==> src/core/rnq_pkg.sv <==
// constants shared by the reset and interrupt pin qualifier
package rnq_pkg;
	// oscillator periods the reset pin must stay high
	localparam int unsigned RST_HOLD_PERIODS = 64;
	// oscillator periods the interrupt pin must stay high
	localparam int unsigned NMI_HOLD_PERIODS = 24;
	// one oscillator period is one i_ref_clk cycle (50 MHz, 20 ns)
	localparam int unsigned OSC_PERIOD_PS = 20000;
	localparam int unsigned CLK_PERIOD_PS = 20000;
	localparam int unsigned RST_HOLD_CYC = (RST_HOLD_PERIODS * OSC_PERIOD_PS + CLK_PERIOD_PS - 1) / CLK_PERIOD_PS;
	localparam int unsigned NMI_HOLD_CYC = (NMI_HOLD_PERIODS * OSC_PERIOD_PS + CLK_PERIOD_PS - 1) / CLK_PERIOD_PS;
	localparam int unsigned CNT_W = 7;
	localparam logic [CNT_W-1:0] CNT_ZERO = 7'h00;
	localparam logic [CNT_W-1:0] CNT_ONE = 7'h01;
	localparam logic [CNT_W-1:0] RST_TARGET = CNT_W'(RST_HOLD_CYC);
	localparam logic [CNT_W-1:0] NMI_TARGET = CNT_W'(NMI_HOLD_CYC);
	// reset value of the held code-select strap
	localparam logic CODE_SEL_RESET = 1'b0;

	// power mode of the chip
	typedef enum logic [1:0] {
		RNQ_PM_RUN = 2'b00,
		RNQ_PM_IDLE = 2'b01,
		RNQ_PM_PDOWN = 2'b10
	} rnq_pm_t;
endpackage : rnq_pkg

==> src/core/rnq_qual_if.sv <==
// interface carrying one pin qualifier's sample and result
`timescale 1ns/1ps
`default_nettype none
interface rnq_qual_if;
	logic level;
	logic enable;
	logic qualified;
	logic fire;
	modport owner (output level, output enable, input qualified, input fire);
	modport counter (input level, input enable, output qualified, output fire);
endinterface : rnq_qual_if
`default_nettype wire

==> src/core/rnq_pin_qualifier.sv <==
// reset and non-maskable interrupt pin qualifier
`timescale 1ns/1ps
`default_nettype none
module rnq_pin_qualifier (
	// clock and reset
	input wire logic i_ref_clk,
	input wire logic i_srst,
	input wire logic i_ce,
	// pins
	input wire logic i_reset_pin,
	input wire logic i_nmi_pin,
	input wire logic i_nmi_pin_driven,
	input wire logic i_external_code_select,
	// power mode requests from the core
	input wire logic i_idle_req,
	input wire logic i_pdown_req,
	// results
	output logic o_port_force_reset,
	output logic o_chip_reset,
	output logic o_nmi_pulse,
	output logic o_code_onchip,
	output logic o_idle,
	output logic o_pdown
);
	// two-stage synchronisers for the asynchronous pins
	logic rst_meta_ff;
	logic rst_sync_ff;
	logic nmi_meta_ff;
	logic nmi_sync_ff;
	logic drv_meta_ff;
	logic drv_sync_ff;
	logic strap_meta_ff;
	logic strap_sync_ff;
	logic nmi_level;

	// qualified results
	logic chip_reset_ff;
	logic nmi_pulse_ff;
	logic code_sel_ff;

	// power mode
	rnq_pkg::rnq_pm_t pm_ff;
	rnq_pkg::rnq_pm_t nxt_pm;
	logic idle_ff;
	logic pdown_ff;

	// true when the power mode equals the mode asked about
	function automatic logic pm_is(input rnq_pkg::rnq_pm_t mode, input rnq_pkg::rnq_pm_t want);
		return mode == want;
	endfunction : pm_is

	rnq_qual_if rst_q ();
	rnq_qual_if nmi_q ();

	// pin forcing is purely combinational so it works with no clock
	assign o_port_force_reset = i_reset_pin;

	// undriven pin behaves as pulled down
	assign nmi_level = nmi_sync_ff & drv_sync_ff;

	// reset pin synchroniser
	always_ff @(posedge i_ref_clk) begin
		if (i_srst) begin
			rst_meta_ff <= 1'b0;
			rst_sync_ff <= 1'b0;
		end else if (i_ce) begin
			rst_meta_ff <= i_reset_pin;
			rst_sync_ff <= rst_meta_ff;
		end
	end

	// interrupt pin synchroniser
	always_ff @(posedge i_ref_clk) begin
		if (i_srst) begin
			nmi_meta_ff <= 1'b0;
			nmi_sync_ff <= 1'b0;
		end else if (i_ce) begin
			nmi_meta_ff <= i_nmi_pin;
			nmi_sync_ff <= nmi_meta_ff;
		end
	end

	// interrupt pin driven flag synchroniser
	always_ff @(posedge i_ref_clk) begin
		if (i_srst) begin
			drv_meta_ff <= 1'b0;
			drv_sync_ff <= 1'b0;
		end else if (i_ce) begin
			drv_meta_ff <= i_nmi_pin_driven;
			drv_sync_ff <= drv_meta_ff;
		end
	end

	// code-select strap synchroniser
	always_ff @(posedge i_ref_clk) begin
		if (i_srst) begin
			strap_meta_ff <= 1'b0;
			strap_sync_ff <= 1'b0;
		end else if (i_ce) begin
			strap_meta_ff <= i_external_code_select;
			strap_sync_ff <= strap_meta_ff;
		end
	end

	// qualifier links
	assign rst_q.level = rst_sync_ff;
	assign rst_q.enable = 1'b1;
	assign nmi_q.level = nmi_level;
	// no interrupt qualification while the chip sits in reset
	assign nmi_q.enable = !chip_reset_ff;

	// reset pin hold counter
	rnq_hold_counter #(
		.TARGET(rnq_pkg::RST_TARGET)
	) u_rst_cnt (
		.i_ref_clk(i_ref_clk),
		.i_srst(i_srst),
		.i_ce(i_ce),
		.q(rst_q)
	);

	// interrupt pin hold counter
	rnq_hold_counter #(
		.TARGET(rnq_pkg::NMI_TARGET)
	) u_nmi_cnt (
		.i_ref_clk(i_ref_clk),
		.i_srst(i_srst),
		.i_ce(i_ce),
		.q(nmi_q)
	);

	// chip reset holds while the pin stays qualified high
	always_ff @(posedge i_ref_clk) begin
		if (i_srst) begin
			chip_reset_ff <= 1'b0;
		end else if (i_ce) begin
			chip_reset_ff <= rst_q.qualified;
		end
	end

	// one pulse per qualified high period of the interrupt pin
	always_ff @(posedge i_ref_clk) begin
		if (i_srst) begin
			nmi_pulse_ff <= 1'b0;
		end else if (i_ce) begin
			nmi_pulse_ff <= nmi_q.fire;
		end else begin
			nmi_pulse_ff <= 1'b0;
		end
	end

	// strap caught while chip reset is active, held once it ends
	always_ff @(posedge i_ref_clk) begin
		if (i_srst) begin
			code_sel_ff <= rnq_pkg::CODE_SEL_RESET;
		end else if (i_ce && chip_reset_ff) begin
			code_sel_ff <= strap_sync_ff;
		end
	end

	// next power mode; chip reset always wins
	always_comb begin
		nxt_pm = pm_ff;
		case (pm_ff)
			rnq_pkg::RNQ_PM_RUN: begin
				if (i_pdown_req) begin
					nxt_pm = rnq_pkg::RNQ_PM_PDOWN;
				end else if (i_idle_req) begin
					nxt_pm = rnq_pkg::RNQ_PM_IDLE;
				end
			end
			rnq_pkg::RNQ_PM_IDLE: begin
				if (i_pdown_req) begin
					nxt_pm = rnq_pkg::RNQ_PM_PDOWN;
				end
			end
			rnq_pkg::RNQ_PM_PDOWN: begin
				nxt_pm = rnq_pkg::RNQ_PM_PDOWN;
			end
			default: begin
				nxt_pm = rnq_pkg::RNQ_PM_RUN;
			end
		endcase
		if (chip_reset_ff) begin
			nxt_pm = rnq_pkg::RNQ_PM_RUN;
		end
	end

	// power mode state
	always_ff @(posedge i_ref_clk) begin
		if (i_srst) begin
			pm_ff <= rnq_pkg::RNQ_PM_RUN;
		end else if (i_ce) begin
			pm_ff <= nxt_pm;
		end
	end

	// mode flags registered alongside the state
	always_ff @(posedge i_ref_clk) begin
		if (i_srst) begin
			idle_ff <= 1'b0;
			pdown_ff <= 1'b0;
		end else if (i_ce) begin
			idle_ff <= pm_is(nxt_pm, rnq_pkg::RNQ_PM_IDLE);
			pdown_ff <= pm_is(nxt_pm, rnq_pkg::RNQ_PM_PDOWN);
		end
	end

	// outputs
	assign o_chip_reset = chip_reset_ff;
	assign o_nmi_pulse = nmi_pulse_ff;
	assign o_code_onchip = code_sel_ff;
	assign o_idle = idle_ff;
	assign o_pdown = pdown_ff;
endmodule : rnq_pin_qualifier
`default_nettype wire

==> src/core/rnq_hold_counter.sv <==
// counts consecutive high samples of one qualified pin
`timescale 1ns/1ps
`default_nettype none
module rnq_hold_counter #(
	parameter logic [rnq_pkg::CNT_W-1:0] TARGET = rnq_pkg::RST_TARGET
) (
	// clock and reset
	input wire logic i_ref_clk,
	input wire logic i_srst,
	input wire logic i_ce,
	// qualifier link
	rnq_qual_if.counter q
);
	logic [rnq_pkg::CNT_W-1:0] count_ff;
	logic qualified_ff;

	always_ff @(posedge i_ref_clk) begin
		if (i_srst) begin
			count_ff <= rnq_pkg::CNT_ZERO;
		end else if (i_ce) begin
			if (!q.level || !q.enable) begin
				count_ff <= rnq_pkg::CNT_ZERO;
			end else if (count_ff != TARGET) begin
				count_ff <= count_ff + rnq_pkg::CNT_ONE;
			end
		end
	end

	always_ff @(posedge i_ref_clk) begin
		if (i_srst) begin
			qualified_ff <= 1'b0;
		end else if (i_ce) begin
			qualified_ff <= q.level && q.enable && (count_ff == TARGET - rnq_pkg::CNT_ONE || count_ff == TARGET);
		end
	end

	assign q.qualified = qualified_ff;
	// high in the one cycle whose closing edge completes the hold count
	assign q.fire = q.level && q.enable && (count_ff == TARGET - rnq_pkg::CNT_ONE);
endmodule : rnq_hold_counter
`default_nettype wire

==> config.mk <==
export PLATFORM = sky130hd
export DESIGN_NAME = rnq_pin_qualifier
export DESIGN_NICKNAME = d
export VERILOG_FILES = /design/src/core/rnq_pkg.sv /design/src/core/rnq_qual_if.sv /design/src/core/rnq_pin_qualifier.sv /design/src/core/rnq_hold_counter.sv
export SDC_FILE = /design/constraint.sdc
export NUM_CORES = 1
export LEC_CHECK = 0
export ABC_AREA = 1
export BUFFER_PORTS_ARGS = -buffer_cell sky130_fd_sc_hd__buf_2
export CAP_MARGIN = 40
export CORE_ASPECT_RATIO = 0.6
export CORE_MARGIN = 10
export CORE_UTILIZATION = 32
export CTS_CLUSTER_DIAMETER = 40
export DETAILED_ROUTE_END_ITERATION = 7
export GPL_TIMING_DRIVEN = 0
export PLACE_DENSITY = 0.46
export SETUP_SLACK_MARGIN = 0.4
export SLEW_MARGIN = 10
export SYNTH_ARGS = -nofsm -noshare
export SYNTH_HDL_FRONTEND = slang
export SYNTH_SLANG_ARGS = --single-unit
==> constraint.sdc <==
create_clock -name i_ref_clk -period 2 [get_ports i_ref_clk]
set_input_delay 0 -clock i_ref_clk [delete_from_list [all_inputs] [get_ports i_ref_clk]]
set_output_delay 0 -clock i_ref_clk [all_outputs]
set_load 0.01 [all_outputs]
== Word-level counts from Yosys, hierarchy flattened ==
Cells that the tools add are included.
W data, S select, Z words.

* Add/subtract/negate cells: 2
* Equality and inequality tests: 10
* Multiplexer cells: 9
* Bitwise operators: 2
* Reduce and logical (&&, ||, !) cells: 13

{| class="wikitable"
|+ Operators by type and width
! operator !! count
|-
| $mux W7 || 4
|-
| $add A7 B1 Y7 const B || 2
|-
| $mux W2 || 4
|-
| $eq A7 B5 Y1 const B || 1
|-
| $eq A7 B6 Y1 const B || 1
|-
| $eq A7 B7 Y1 const B || 1
|-
| $ne A7 B5 Y1 const B || 1
|-
| $ne A7 B7 Y1 const B || 1
|-
| $pmux W2 S3 || 1
|-
| $eq A2 B1 Y1 const B || 2
|-
| $eq A2 B2 Y1 const B || 2
|-
| $logic_and A1 B1 Y1 || 4
|-
| $reduce_and A2 Y1 || 2
|-
| $logic_not A1 Y1 || 2
|-
| $logic_not A2 Y1 || 1
|-
| $logic_or A1 B1 Y1 || 2
|-
| $ne A2 B1 Y1 const B || 1
|-
| $reduce_bool A2 Y1 || 1
|-
| $reduce_or A2 Y1 || 1
|-
| $and A1 B1 Y1 || 1
|-
| $not A1 Y1 || 1
|}

* Flip-flop bits (word level): 30
* Bits of input ports: 9
* Output and inout bits: 6
* Logic and storage cells: 53

== Logic depth before layout (Yosys ltp) ==
Gate-level depths: netlist (run 1).

* Depth in word-level cells: 5
* Depth in mapped cells: 10
* Gate-level depth less buffers: 10

== Modules after synthesis ==
Synthesis (run 1) repeated with hierarchy kept, for this count alone.

* Cell total of the unflattened synthesis: 240
* Area, all modules: 1677.9 um2

{| class="wikitable"
|+ Modules (own cells, without submodules)
! module !! instances !! cells each !! area each (um2)
|-
| rnq_pin_qualifier || 1 || 74 || 593.1
|-
| rnq_hold_counter at u_rst_cnt || 1 || 80 || 551.8
|-
| rnq_hold_counter at u_nmi_cnt || 1 || 86 || 533.0
|}

== Worst setup path before layout (run 1) ==
OpenSTA, ideal clock, no wires.

* Path type: reg2reg
* Start: register u_rst_cnt.count_ff[0] in the netlist's numbering
* End: register u_rst_cnt.count_ff[6] in the netlist's numbering
* Data arrival time: 1.077 ns
* Slack: 0.810 ns
* Cell stages (with the launch flop): 11
* Path buffers: 0
* Clock period less this slack: 1.190 ns
* Cell sequence: dfxtp_1 > inv_1 > ha_1 > nand2_1 > inv_1 > nand3_1 > nand2_1 > nand2_2 > nand3_1 > nand2_1 > nor2_1

* Longest elaborated chain between the ends: 3
* Elaborated cells between the ends (all ways): 6
* Classes of those cells: 1 x add/sub; 2 x eq/ne; 2 x mux; 1 x reduce/logical

{| class="wikitable"
|+ Ends and longest elaborated chain
! what !! RTL line !! source
|-
| from (decl) || rnq_hold_counter.sv:14 || <nowiki>logic [rnq_pkg::CNT_W-1:0] count_ff;</nowiki>
|-
| from (signal assigned) || rnq_hold_counter.sv:19 || <nowiki>count_ff <= rnq_pkg::CNT_ZERO;</nowiki>
|-
| from (signal assigned) || rnq_hold_counter.sv:22 || <nowiki>count_ff <= rnq_pkg::CNT_ZERO;</nowiki>
|-
| from (signal assigned) || rnq_hold_counter.sv:24 || <nowiki>count_ff <= count_ff + rnq_pkg::CNT_ONE;</nowiki>
|-
| $add A7 B1 Y7 / $ne A7 B7 Y1 (equally long branches) || rnq_hold_counter.sv:24, rnq_hold_counter.sv:23 ||
|-
| $mux W7 / $ne A2 B1 Y1 (equally long branches) || n/a ||
|-
| $mux W7 / $reduce_and A2 Y1 (equally long branches) || n/a ||
|}

Several ways; a longest one is shown, not always the timed one. The select of a mux whose other input is x is not followed.
A chain may end at the register's enable or synchronous reset.

== Final worst setup path (run 1) ==
Ends and elaborated chain as after synthesis.

==> results.sh, run 1 <==
export IMPL_ios=15
export IMPL_swShare_pct=24.1
export IMPL_die_area_mm2=0.00778
export IMPL_ant_nets=0
export IMPL_fillers=441
export IMPL_antenna_cells=0
export IMPL_p_comb_share_pct=8.8
export IMPL_skew_ns=0.00821
export IMPL_max_freq_ghz=0.735
export IMPL_final_nets=247
export IMPL_first_global_vias=1297
export IMPL_vias_per_cell=4.58
export IMPL_p_clk_share_pct=40.1
export IMPL_drv_cap=0
export IMPL_initial_core_util_pct=34.5
export IMPL_crit_chain="inv_1 -> ha_1 -> nand2_1 -> inv_1 -> nand3_1 -> nand2_1 -> nand2_2 -> nand3_1 -> nand2_1 -> nor2_1"
export IMPL_final_max_slew_viol_count=0
export IMPL_area_delta_synth_final_pct=18.8
export IMPL_cts_resized=0
export IMPL_finalHoldViolCount=0
export IMPL_ir_worst_vdd_uv=307
export IMPL_ys_types=27
export IMPL_place_inst=283
export IMPL_portBuffers=14
export IMPL_cpMaxStageDelayCell="dfxtp_1"
export IMPL_worstSetupStartpointType="register"
export IMPL_clock_sinks=30
export IMPL_worst_pin_slew_ns=0.601
export IMPL_clock_latency_ns=0.28
export IMPL_wl_um=3480
export IMPL_rsz0062_at_grt="false"
export IMPL_p_seq_share_pct=51.1
export IMPL_p_leak_uw=0.000715
export IMPL_postSynthCellCount=209
export IMPL_ys_warnings_count=0
export IMPL_internal_power_uw=937
export IMPL_grt_max_degree=11
export IMPL_slew_headroom_pct=60.0
export IMPL_die_x_um=107
export IMPL_drt_iter0_drc=62
export IMPL_finalWeightedCongestion=0.777
export IMPL_synth_top_area_share_pct=40.9
export IMPL_core_mm2=0.00426
export IMPL_drive_gt1_share_pct=14.5
export IMPL_cp_end_kind="register"
export IMPL_ys_ff_latch=30
export IMPL_p_switching_uw=298
export IMPL_final_instance_count_excl_fill=295
export IMPL_hold_class="in2reg"
export IMPL_rows=18
export IMPL_crit_path_max_fanout=5
export IMPL_path_delay_family="simple AND/OR/NAND/NOR gates"
export IMPL_ctsRootBufferMaster="clkbuf_8"
export IMPL_track_usage_pct=9.69
export IMPL_syn_cell_area_mm2=0.00147
export IMPL_fin_crit_sh_pct=68.0
export IMPL_cp_data_arrival_time_ns=1.53
export IMPL_synth_nets=222
export IMPL_ys_seq_area_share_pct=40.9
export IMPL_antenna_found_initial=0
export IMPL_powerDensity_mw_per_mm2=708
export IMPL_fin_crit_ns=1.36
export IMPL_path_buf_inv=2
export IMPL_dpl_hpwl_um=2640
export IMPL_finalPower_uw=1230
export IMPL_status="complete, no violations"
export IMPL_grt_first_pass_wirelength_um=6040
export IMPL_setup_viol=0
export IMPL_crit_top_cell="nand2_1"
export IMPL_cpPeakStageDelay_ns=0.38
export IMPL_htree_levels=2
export IMPL_grt_overflow_total=0
export IMPL_dieHeight_um=72.5
export IMPL_worstPathRequired_ns=2.17
export IMPL_cts_buffers_inserted=5
export IMPL_vias=1351
export IMPL_clockBufferDepth=2
export IMPL_synth_area_leaders="dfxtp_1 41%, nand2_1 11%, nor2_1 8.7%, inv_1 6.4%, a21oi_1 5.5%"
export IMPL_drc=0
export IMPL_cts_tree="done"
export IMPL_avgSynthCellArea_um2=7.02
export IMPL_dr_pass1_iters=4
export IMPL_synth_top_area_cell="dfxtp_1"
export IMPL_wl_per_cell_um=11.8
export IMPL_setup_tns_final_ns=0
export IMPL_clk_pin_slew_ns=0.07
export IMPL_critical_path_class="reg2reg"
==> metrics by stage <==
| step | area (um2) | worst slack, ns | hold slack, ns | util (%) |
|---|---|---|---|---|
| after detailed placement | 1610 | 0.648 | 0.243 | 37.9 |
| after global routing | 1740 | 0.442 | 0.0549 | 41.0 |
| final | 1740 | 0.640 | 0.0219 | 41.0 |
| after global placement | 1610 | 0.637 | 0.232 | 37.9 |
| after CTS | 1740 | 0.622 | 0.0231 | 41.0 |
| after floorplan | 1470 | 0.810 | 0.0918 | - |
==> flip-flops by register name, summed over array words and instances (netlist names) <==
signal                 flops
drv_meta_ff                1
drv_sync_ff                1
nmi_meta_ff                1
nmi_sync_ff                1
o_chip_reset               1
o_code_onchip              1
o_idle                     1
o_nmi_pulse                1
o_pdown                    1
pm_ff                      2
rst_meta_ff                1
rst_q.level                1
strap_meta_ff              1
strap_sync_ff              1
u_nmi_cnt.count_ff         7
u_rst_cnt.count_ff         7
u_rst_cnt.q.qualified      1
==> area by class of cell <==
type,instances,area [um2],share of cell area [%]
Inverter,26,97.6,5.60
Timing Repair Buffer,18,110,6.31
Buffer,7,50.0,2.87
Clock inverter,1,5.00,0.287
Tap cell,60,75.1,4.30
Clock buffer,7,86.3,4.95
Sequential cell,30,601,34.4
Multi-Input combinational cell,146,719,41.2
==> worst paths after layout <==
path	start	endpoint	slack (ns)	depth (start not counted)
worst max-delay path	u_rst_cnt.count_ff[0]$_SDFFE_PP0P_	u_rst_cnt.count_ff[6]$_SDFFE_PP0P_	0.64	10
worst min-delay path	i_pdown_req	o_idle$_SDFFE_PP0P_	0.02	4
worst max register to register	u_rst_cnt.count_ff[0]$_SDFFE_PP0P_	u_rst_cnt.count_ff[6]$_SDFFE_PP0P_	0.64	10
worst min register to register	u_rst_cnt.q.qualified$_SDFFE_PP0P_	o_chip_reset$_SDFFE_PP0P_	0.45	2
==> power by group through the flow <==
stage / logic (uW) / clock network, uW / registers, uW
after floorplan: 67.2 / 0 / 643
after CTS: 111 / 514 / 630
after detailed placement: 104 / 0 / 644
after global placement: 103 / 0 / 643
after global routing: 126 / 549 / 632
final: 109 / 495 / 631
==> cells by family (layout without fill, tap and decap cells) <==
family          Yosys count  in the layout  share of synthesized area, %
flops                    30             30                          40.9
fa+ha+maj                 4              4                          3.41
buf+inv                  33             59                          10.1
compound gates           33             33                          12.5
simple gates            109            109                          33.1
==> synth_stat cells <==
master,instances
nand2_2,1
nand4_1,5
nand3_4,1
buf_6,2
nor3_1,3
nand2_1,44
nand3b_1,1
buf_1,1
o2111ai_2,1
nor2_1,34
inv_2,1
ha_1,4
a21boi_1,1
nor4_1,1
o21bai_1,1
clkbuf_1,1
dfxtp_1,30
a21oi_1,16
nor2_2,1
a21oi_2,1
nand2_4,1
nor2_4,1
nand3_1,16
o21ai_0,13
inv_1,25
buf_2,1
buf_4,2
==> cells in the final DEF, fill, tap and decap left out, types with 2 or more instances in the layout <==
master	synthesis	layout
ha_1	4	4
clkbuf_1	1	2
buf_2	1	15
dfxtp_1	30	30
nor3_1	3	3
nor2_1	34	34
buf_4	2	2
nand4_1	5	5
inv_1	25	25
a21oi_1	16	16
o21ai_0	13	13
nand2_1	44	44
clkbuf_8	0	6
nand3_1	16	16
dlygate4sd3_1	0	4
buf_6	2	2
==> worst reg2reg max path, stage by stage, from the launching register on <==
cell and delay (ns):
dfxtp_1 0.38, inv_1 0.09, ha_1 0.20, nand2_1 0.06, inv_1 0.04, nand3_1 0.09
nand2_1 0.10, nand2_2 0.12, nand3_1 0.08, nand2_1 0.07, nor2_1 0.04
==> metal layers <==
metal	track usage (%)	up-vias	wire length [um]
met3	3.70	7	137
met2	15.1	10	1510
met5	0	-	0
li1	-	719	-
met4	3.39	0	37
met1	12.0	615	1790
==> timing repair <==
action / 4_1_cts / 5_1_grt
setup endpoints to repair: 0 / 0
endpoints found under the hold margin: 4 / 0
hold buffers: 4 / 0
setup buffers: 0 / 0
Note: power is estimated with default switching activity, not from simulation.
==> run 2, diff against run 1 <==
Settings changed: PLACE_DENSITY 0.46 to 0.47.
Clock period 2 ns to 1.12 ns, I/O delays scaled along.
==> run 2 against run 1 <==
  * The flow now finishes with violations (negative setup slack)
  * Global-route usage increased by 0.87 points
  * Final cell count increased by 4.7%
  * Critical path depth decreased by 2
  * Clock power increased by 91%
  * Count of clock-buffer cells in the layout decreased by 1
  * Non-clock buffer count increased by 13
  * Critical path type unchanged
  * Sequential share of layout area decreased by 5.4 points
  * Sequential power increased by 79%
==> results.sh, run 2 (same netlist as run 1, synthesis figures left out) <==
export IMPL_p_comb_share_pct=12.0
export IMPL_ios=15
export IMPL_dpl_hpwl_um=2690
export IMPL_drv_cap=0
export IMPL_r2r_end="u_rst_cnt.count_ff[3]$_SDFFE_PP0P_"
export IMPL_portBuffers=14
export IMPL_path_buf_inv=2
export IMPL_p_clk_share_pct=40.2
export IMPL_ir_worst_vdd_uv=583
export IMPL_ctsRootBufferMaster="clkbuf_8"
export IMPL_antenna_found_initial=0
export IMPL_worstSetupStartpointType="register"
export IMPL_cts_buffers_inserted=5
export IMPL_wl_per_cell_um=12.9
export IMPL_setup_viol=10
export IMPL_rsz0062_at_grt="true"
export IMPL_grt_first_pass_wirelength_um=6580
export IMPL_max_freq_ghz=0.800
export IMPL_r2r_slack_ns=-0.13
export IMPL_cts_tree="done"
export IMPL_holdWs_ns=0.00174
export IMPL_largestRegisters="u_nmi_cnt.count_ff (7), u_rst_cnt.count_ff (7), pm_ff (2)"
export IMPL_setup_ws_ns=-0.130
export IMPL_final_common_cell="nand2_1"
export IMPL_crit_chain="inv_2 -> ha_4 -> nand2_2 -> inv_2 -> nand4_1 -> nand2_2 -> nand2_1 -> a21oi_1"
export IMPL_vias=1466
export IMPL_p_seq_share_pct=47.8
export IMPL_initial_core_util_pct=34.5
export IMPL_slew_headroom_pct=54.9
export IMPL_finalHoldViolCount=0
export IMPL_finalWeightedCongestion=0.818
export IMPL_grt_max_degree=11
export IMPL_fin_crit_ns=1.25
export IMPL_antenna_cells=0
export IMPL_cpMaxStageDelayCell="dfxtp_4"
export IMPL_htree_levels=2
export IMPL_rows=18
export IMPL_cp_end_kind="register"
export IMPL_cp_data_arrival_time_ns=1.47
export IMPL_setup_tns_final_ns=-0.818
export IMPL_dr_pass1_iters=4
export IMPL_clk_pin_slew_ns=0.07
export IMPL_status="finished with violations"
export IMPL_die_area_mm2=0.00778
export IMPL_r2r_cells=8
export IMPL_drc=0
export IMPL_first_global_vias=1423
export IMPL_clock_latency_ns=0.29
export IMPL_track_usage_pct=10.6
export IMPL_cpPeakStageDelay_ns=0.36
export IMPL_layout_common_cells="36 x nand2_1, 31 x nor2_1, 19 x inv_1, 19 x dfxtp_1, 13 x buf_6"
export IMPL_final_max_slew_viol_count=0
export IMPL_pre_cts_slack_ns=-0.152
export IMPL_ant_nets=0
export IMPL_wl_um=4000
export IMPL_die_x_um=107
export IMPL_worstPathRequired_ns=1.34
export IMPL_fin_crit_sh_pct=112
export IMPL_internal_power_uw=1720
export IMPL_drt_iter0_drc=38
export IMPL_crit_path_max_fanout=4
export IMPL_dieHeight_um=72.5
export IMPL_r2r_start="u_rst_cnt.count_ff[1]$_SDFFE_PP0P_"
export IMPL_swShare_pct=27.0
export IMPL_critical_path_class="reg2reg"
export IMPL_crit_end="u_rst_cnt.count_ff[3]$_SDFFE_PP0P_"
export IMPL_drive_gt1_share_pct=41.0
export IMPL_path_delay_family="simple AND/OR/NAND/NOR gates"
export IMPL_clockBufferDepth=2
export IMPL_grt_overflow_total=0
export IMPL_skew_ns=0.0118
export IMPL_p_switching_uw=636
export IMPL_cp_depth=8
export IMPL_powerDensity_mw_per_mm2=1100
export IMPL_core_mm2=0.00426
export IMPL_hold_class="in2reg"
export IMPL_area_delta_synth_final_pct=46.5
export IMPL_violations="negative setup slack"
export IMPL_vias_per_cell=4.74
export IMPL_final_nets=261
export IMPL_p_leak_uw=0.000837
export IMPL_clock_sinks=30
export IMPL_worst_pin_slew_ns=0.676
export IMPL_startpoint="u_rst_cnt.count_ff[1]$_SDFFE_PP0P_"
-- run 2: power by group through the flow --
stage / combinational, uW / clock, uW / sequential [uW]
floorplan: 131 / 0 / 1150
global placement: 198 / 0 / 1150
detailed placement: 201 / 0 / 1150
CTS: 250 / 960 / 1120
global route: 315 / 1030 / 1130
finish: 284 / 947 / 1130
-- run 2: per-stage QoR --
step / instances / cell area [um2] / total power, uW / utilization [%]
after floorplan: 209 / 1580 / 1280 / -
after global placement: 283 / 1730 / 1350 / 40.6
after detailed placement: 283 / 1730 / 1350 / 40.6
after CTS: 303 / 2020 / 2330 / 47.4
after global routing: 309 / 2150 / 2480 / 50.5
final: 309 / 2150 / 2360 / 50.5
-- run 2: layout make-up --
type	instances	area, um2
fillers	403	2110
clock inverters	2	11.3
plain buffers	7	51.3
repair buffers	31	259
well taps	60	75.1
flip-flops and latches	30	624
inverters	26	105
clock buffers	6	82.6
multi-input cells	147	942
-- run 2: tightest hold or removal path: cells and delay by family --
kind	cells	cell delay [ns]
simple gates	1	0.05
buf+inv	1	0.08
compound gates	2	0.12
-- run 2: timing repair --
item                       CTS  global route
pin swaps                   15            11
buffers inserted             7             6
gates resized for setup     28            24
setup endpoints to repair   25            30
gates cloned                 1             0
hold endpoints to repair     4             0
hold buffers                 4             0
-- run 2: worst min-delay path by stage --
stage / cells past startpoint / to / slack [ns] / startpoint
2_1_floorplan: 1 / o_port_force_reset / 0.09 / i_reset_pin
3_3_place_gp: 3 / strap_meta_ff$_SDFFE_PP0P_ / 0.22 / i_external_code_select
3_5_place_dp: 3 / nmi_meta_ff$_SDFFE_PP0P_ / 0.24 / i_nmi_pin
4_1_cts: 4 / o_idle$_SDFFE_PP0P_ / 0.004 / i_pdown_req
5_1_grt: 4 / o_idle$_SDFFE_PP0P_ / -0.003 / i_pdown_req
6_report: 4 / o_idle$_SDFFE_PP0P_ / 0.002 / i_pdown_req
-- run 2: metal layers --
metal  track usage, %  share of wire [%]  vias up
met5                0                  0        -
met4             4.87                1.6        0
met3             3.44                3.7        7
met2             17.2                 47       19
met1             12.4                 48      691
li1                 -                  -      749
==> run 3, diff against run 2 <==
Settings changed: ABC_AREA 1 to 0.
==> run 3 against run 2 <==
  * The run still ends with negative setup slack left
  * Utilization increased by 1.9 points
  * Power decreased by 1.4%
  * Largest power group unchanged
  * Register-to-register slack got worse by 0.34 ns
  * Clock skew decreased by 0.0074 ns
  * Final cell count decreased by 14%
==> results.sh, run 3 <==
export IMPL_synthArstFlopShare_pct=0
export IMPL_die_x_um=105
export IMPL_finalPower_uw=2330
export IMPL_wl_um=3900
export IMPL_antenna_cells=0
export IMPL_vias=1329
export IMPL_crit_path_max_fanout=2
export IMPL_utilization_pct=52.5
export IMPL_r2r_start="u_nmi_cnt.count_ff[1]$_SDFFE_PP0P_"
export IMPL_place_inst=229
export IMPL_violations="negative setup slack"
export IMPL_ys_warnings_count=0
export IMPL_min_path_cells=3
export IMPL_cp_data_arrival_time_ns=1.80
export IMPL_ys_ff_latch=30
export IMPL_final_nets=217
export IMPL_portBuffers=12
export IMPL_clockBufferDepth=2
export IMPL_setup_ws_ns=-0.475
export IMPL_r2r_cells=5
export IMPL_finalHoldViolCount=0
export IMPL_p_leak_uw=0.000824
export IMPL_worstSetupStartpointType="register"
export IMPL_final_instance_count_excl_fill=265
export IMPL_die_area_mm2=0.00751
export IMPL_drv_cap=0
export IMPL_ios=15
export IMPL_critical_path_class="reg2reg"
export IMPL_drt_iter0_drc=56
export IMPL_worstPathRequired_ns=1.32
export IMPL_synth_top_area_cell="dfxtp_1"
export IMPL_r2r_end="u_nmi_cnt.count_ff[1]$_SDFFE_PP0P_"
export IMPL_skew_ns=0.00439
export IMPL_track_usage_pct=10.2
export IMPL_swShare_pct=22.8
export IMPL_ys_seq_area_share_pct=42.9
export IMPL_clk_pin_slew_ns=0.07
export IMPL_grt_max_degree=11
export IMPL_drc=0
export IMPL_initial_core_util_pct=33.6
export IMPL_final_max_slew_viol_count=0
export IMPL_setup_tns_final_ns=-2.16
export IMPL_ir_worst_vdd_uv=550
export IMPL_ctsRootBufferMaster="clkbuf_8"
export IMPL_synth_top_flop_cell="dfxtp_1"
export IMPL_core_mm2=0.00417
export IMPL_largestRegisters="u_nmi_cnt.count_ff (7), u_rst_cnt.count_ff (7), pm_ff (2)"
export IMPL_grt_overflow_total=0
export IMPL_status="finished with violations"
export IMPL_setup_viol=13
export IMPL_postSynthCellCount=157
export IMPL_ys_types=39
export IMPL_cts_tree="done"
export IMPL_powerDensity_mw_per_mm2=1060
export IMPL_drive_gt1_share_pct=50.2
export IMPL_max_freq_ghz=0.627
export IMPL_syn_cell_area_mm2=0.00140
export IMPL_htree_levels=2
export IMPL_r2r_slack_ns=-0.48
export IMPL_wl_per_cell_um=14.7
export IMPL_antenna_found_initial=0
export IMPL_vias_per_cell=5.02
export IMPL_cts_buffers_inserted=5
export IMPL_dpl_hpwl_um=2430
export IMPL_rsz0062_at_grt="true"
export IMPL_finalWeightedCongestion=0.875
export IMPL_synth_area_leaders="dfxtp_1 43%, mux2i_1 7.1%, nor2_1 4.3%, ha_1 3.6%, nand4_1 3.1%"
export IMPL_worst_pin_slew_ns=0.487
export IMPL_first_global_vias=1343
export IMPL_dr_pass1_iters=4
export IMPL_final_common_cell="buf_4"
export IMPL_rows=18
export IMPL_area_delta_synth_final_pct=56.1
export IMPL_ant_nets=0
export IMPL_clock_sinks=30
export IMPL_layout_common_cells="18 x buf_4, 14 x nor2_1, 14 x dfxtp_1, 12 x buf_6"
export IMPL_cp_end_kind="register"
export IMPL_fin_crit_ns=1.60
export IMPL_synth_nets=170
export IMPL_synth_most_common_cell="dfxtp_1"
export IMPL_p_seq_share_pct=47.3
export IMPL_hp_start="i_pdown_req"
export IMPL_p_clk_share_pct=44.3
export IMPL_synth_top_area_share_pct=42.9
export IMPL_worstHoldEndpoint="pm_ff[1]$_SDFFE_PP0P_"
export IMPL_synth_edff_count=0
export IMPL_avgSynthCellArea_um2=8.92
export IMPL_p_comb_share_pct=8.5
export IMPL_internal_power_uw=1800
export IMPL_fin_crit_sh_pct=142
export IMPL_hold_class="in2reg"
export IMPL_grt_first_pass_wirelength_um=6240
export IMPL_synthTopCellsByCount="30 x dfxtp_1, 16 x nor2_1, 10 x mux2i_1"
export IMPL_slew_headroom_pct=67.5
export IMPL_p_switching_uw=530
export IMPL_dieHeight_um=71.2
export IMPL_clock_latency_ns=0.28
-- run 3: power groups by stage --
stage	Sequential (uW)	Clock (uW)	Combinational, uW
after floorplan	1120	0	102
after global placement	1120	0	147
after detailed placement	1120	0	150
after CTS	1100	1050	190
after global routing	1100	1120	217
final	1100	1030	196
-- run 3: kinds of logic (layout without fill, tap and decap cells) --
logic type,count (synthesis),after routing,share of synthesized area (%)
buffers and inverters,15,63,4.47
adders and majority gates,4,4,3.57
DFF,30,30,42.9
AOI/OAI and AO/OA,30,30,14.1
muxes,10,10,7.15
xor gates and xnor gates,3,3,1.88
and+or+nand+nor,65,65,25.9
-- run 3: final cells by class --
| class | count | area, um2 |
|---|---|---|
| Inverter | 7 | 26.3 |
| Sequential cell | 30 | 636 |
| Clock buffer | 8 | 110 |
| Multi-Input combinational cell | 112 | 947 |
| Timing Repair Buffer | 40 | 343 |
| Tap cell | 60 | 75.1 |
| Fill cell | 379 | 1980 |
| Buffer | 8 | 48.8 |
-- run 3: per-layer routing --
layer  share of wire [%]  global-route usage, %  vias up
met5                   0                      0        -
met4                0.74                   4.85        0
met3                 4.2                   3.39        4
met2                  47                   16.4       19
met1                  48                   12.3      650
li1                    -                      -      656
-- run 3: metrics by stage --
| stage | hold slack, ns | instance area, um2 | setup slack (ns) |
|---|---|---|---|
| after floorplan | 0.0918 | 1510 | -0.372 |
| after global placement | 0.239 | 1650 | -0.415 |
| after detailed placement | 0.252 | 1650 | -0.467 |
| after CTS | 0.00427 | 2040 | -0.440 |
| after global routing | 0.00266 | 2190 | -0.517 |
| final | 0.00654 | 2190 | -0.475 |
-- run 3: worst max-delay path by stage --
stage | from | endpoint | slack [ns] | depth (start not counted)
after global placement | u_nmi_cnt.count_ff[0]$_SDFFE_PP0P_ | u_nmi_cnt.count_ff[1]$_SDFFE_PP0P_ | -0.42 | 5
after floorplan | u_nmi_cnt.count_ff[1]$_SDFFE_PP0P_ | u_nmi_cnt.count_ff[1]$_SDFFE_PP0P_ | -0.37 | 5
after detailed placement | u_nmi_cnt.count_ff[1]$_SDFFE_PP0P_ | u_nmi_cnt.count_ff[1]$_SDFFE_PP0P_ | -0.47 | 5
after global routing | u_nmi_cnt.count_ff[0]$_SDFFE_PP0P_ | u_nmi_cnt.count_ff[1]$_SDFFE_PP0P_ | -0.52 | 5
final | u_nmi_cnt.count_ff[1]$_SDFFE_PP0P_ | u_nmi_cnt.count_ff[1]$_SDFFE_PP0P_ | -0.48 | 5
after CTS | u_nmi_cnt.count_ff[1]$_SDFFE_PP0P_ | u_nmi_cnt.count_ff[1]$_SDFFE_PP0P_ | -0.44 | 5
-- run 3: what timing repair did --
action                                  in CTS  in global routing
hold buffers                                 4                  0
pin swaps                                   19                 13
setup buffers                               15                  9
endpoints found under the setup margin      24                 35
resized for setup                           29                 17
endpoints found under the hold margin        4                  0
-- run 3: worst max-delay path, cell delays in order, from the launching register on --
cell,delay (ns)
dfxtp_2,0.33
inv_2,0.07
ha_4,0.14
or4b_4,0.46
o41a_1,0.34
o22ai_1,0.17
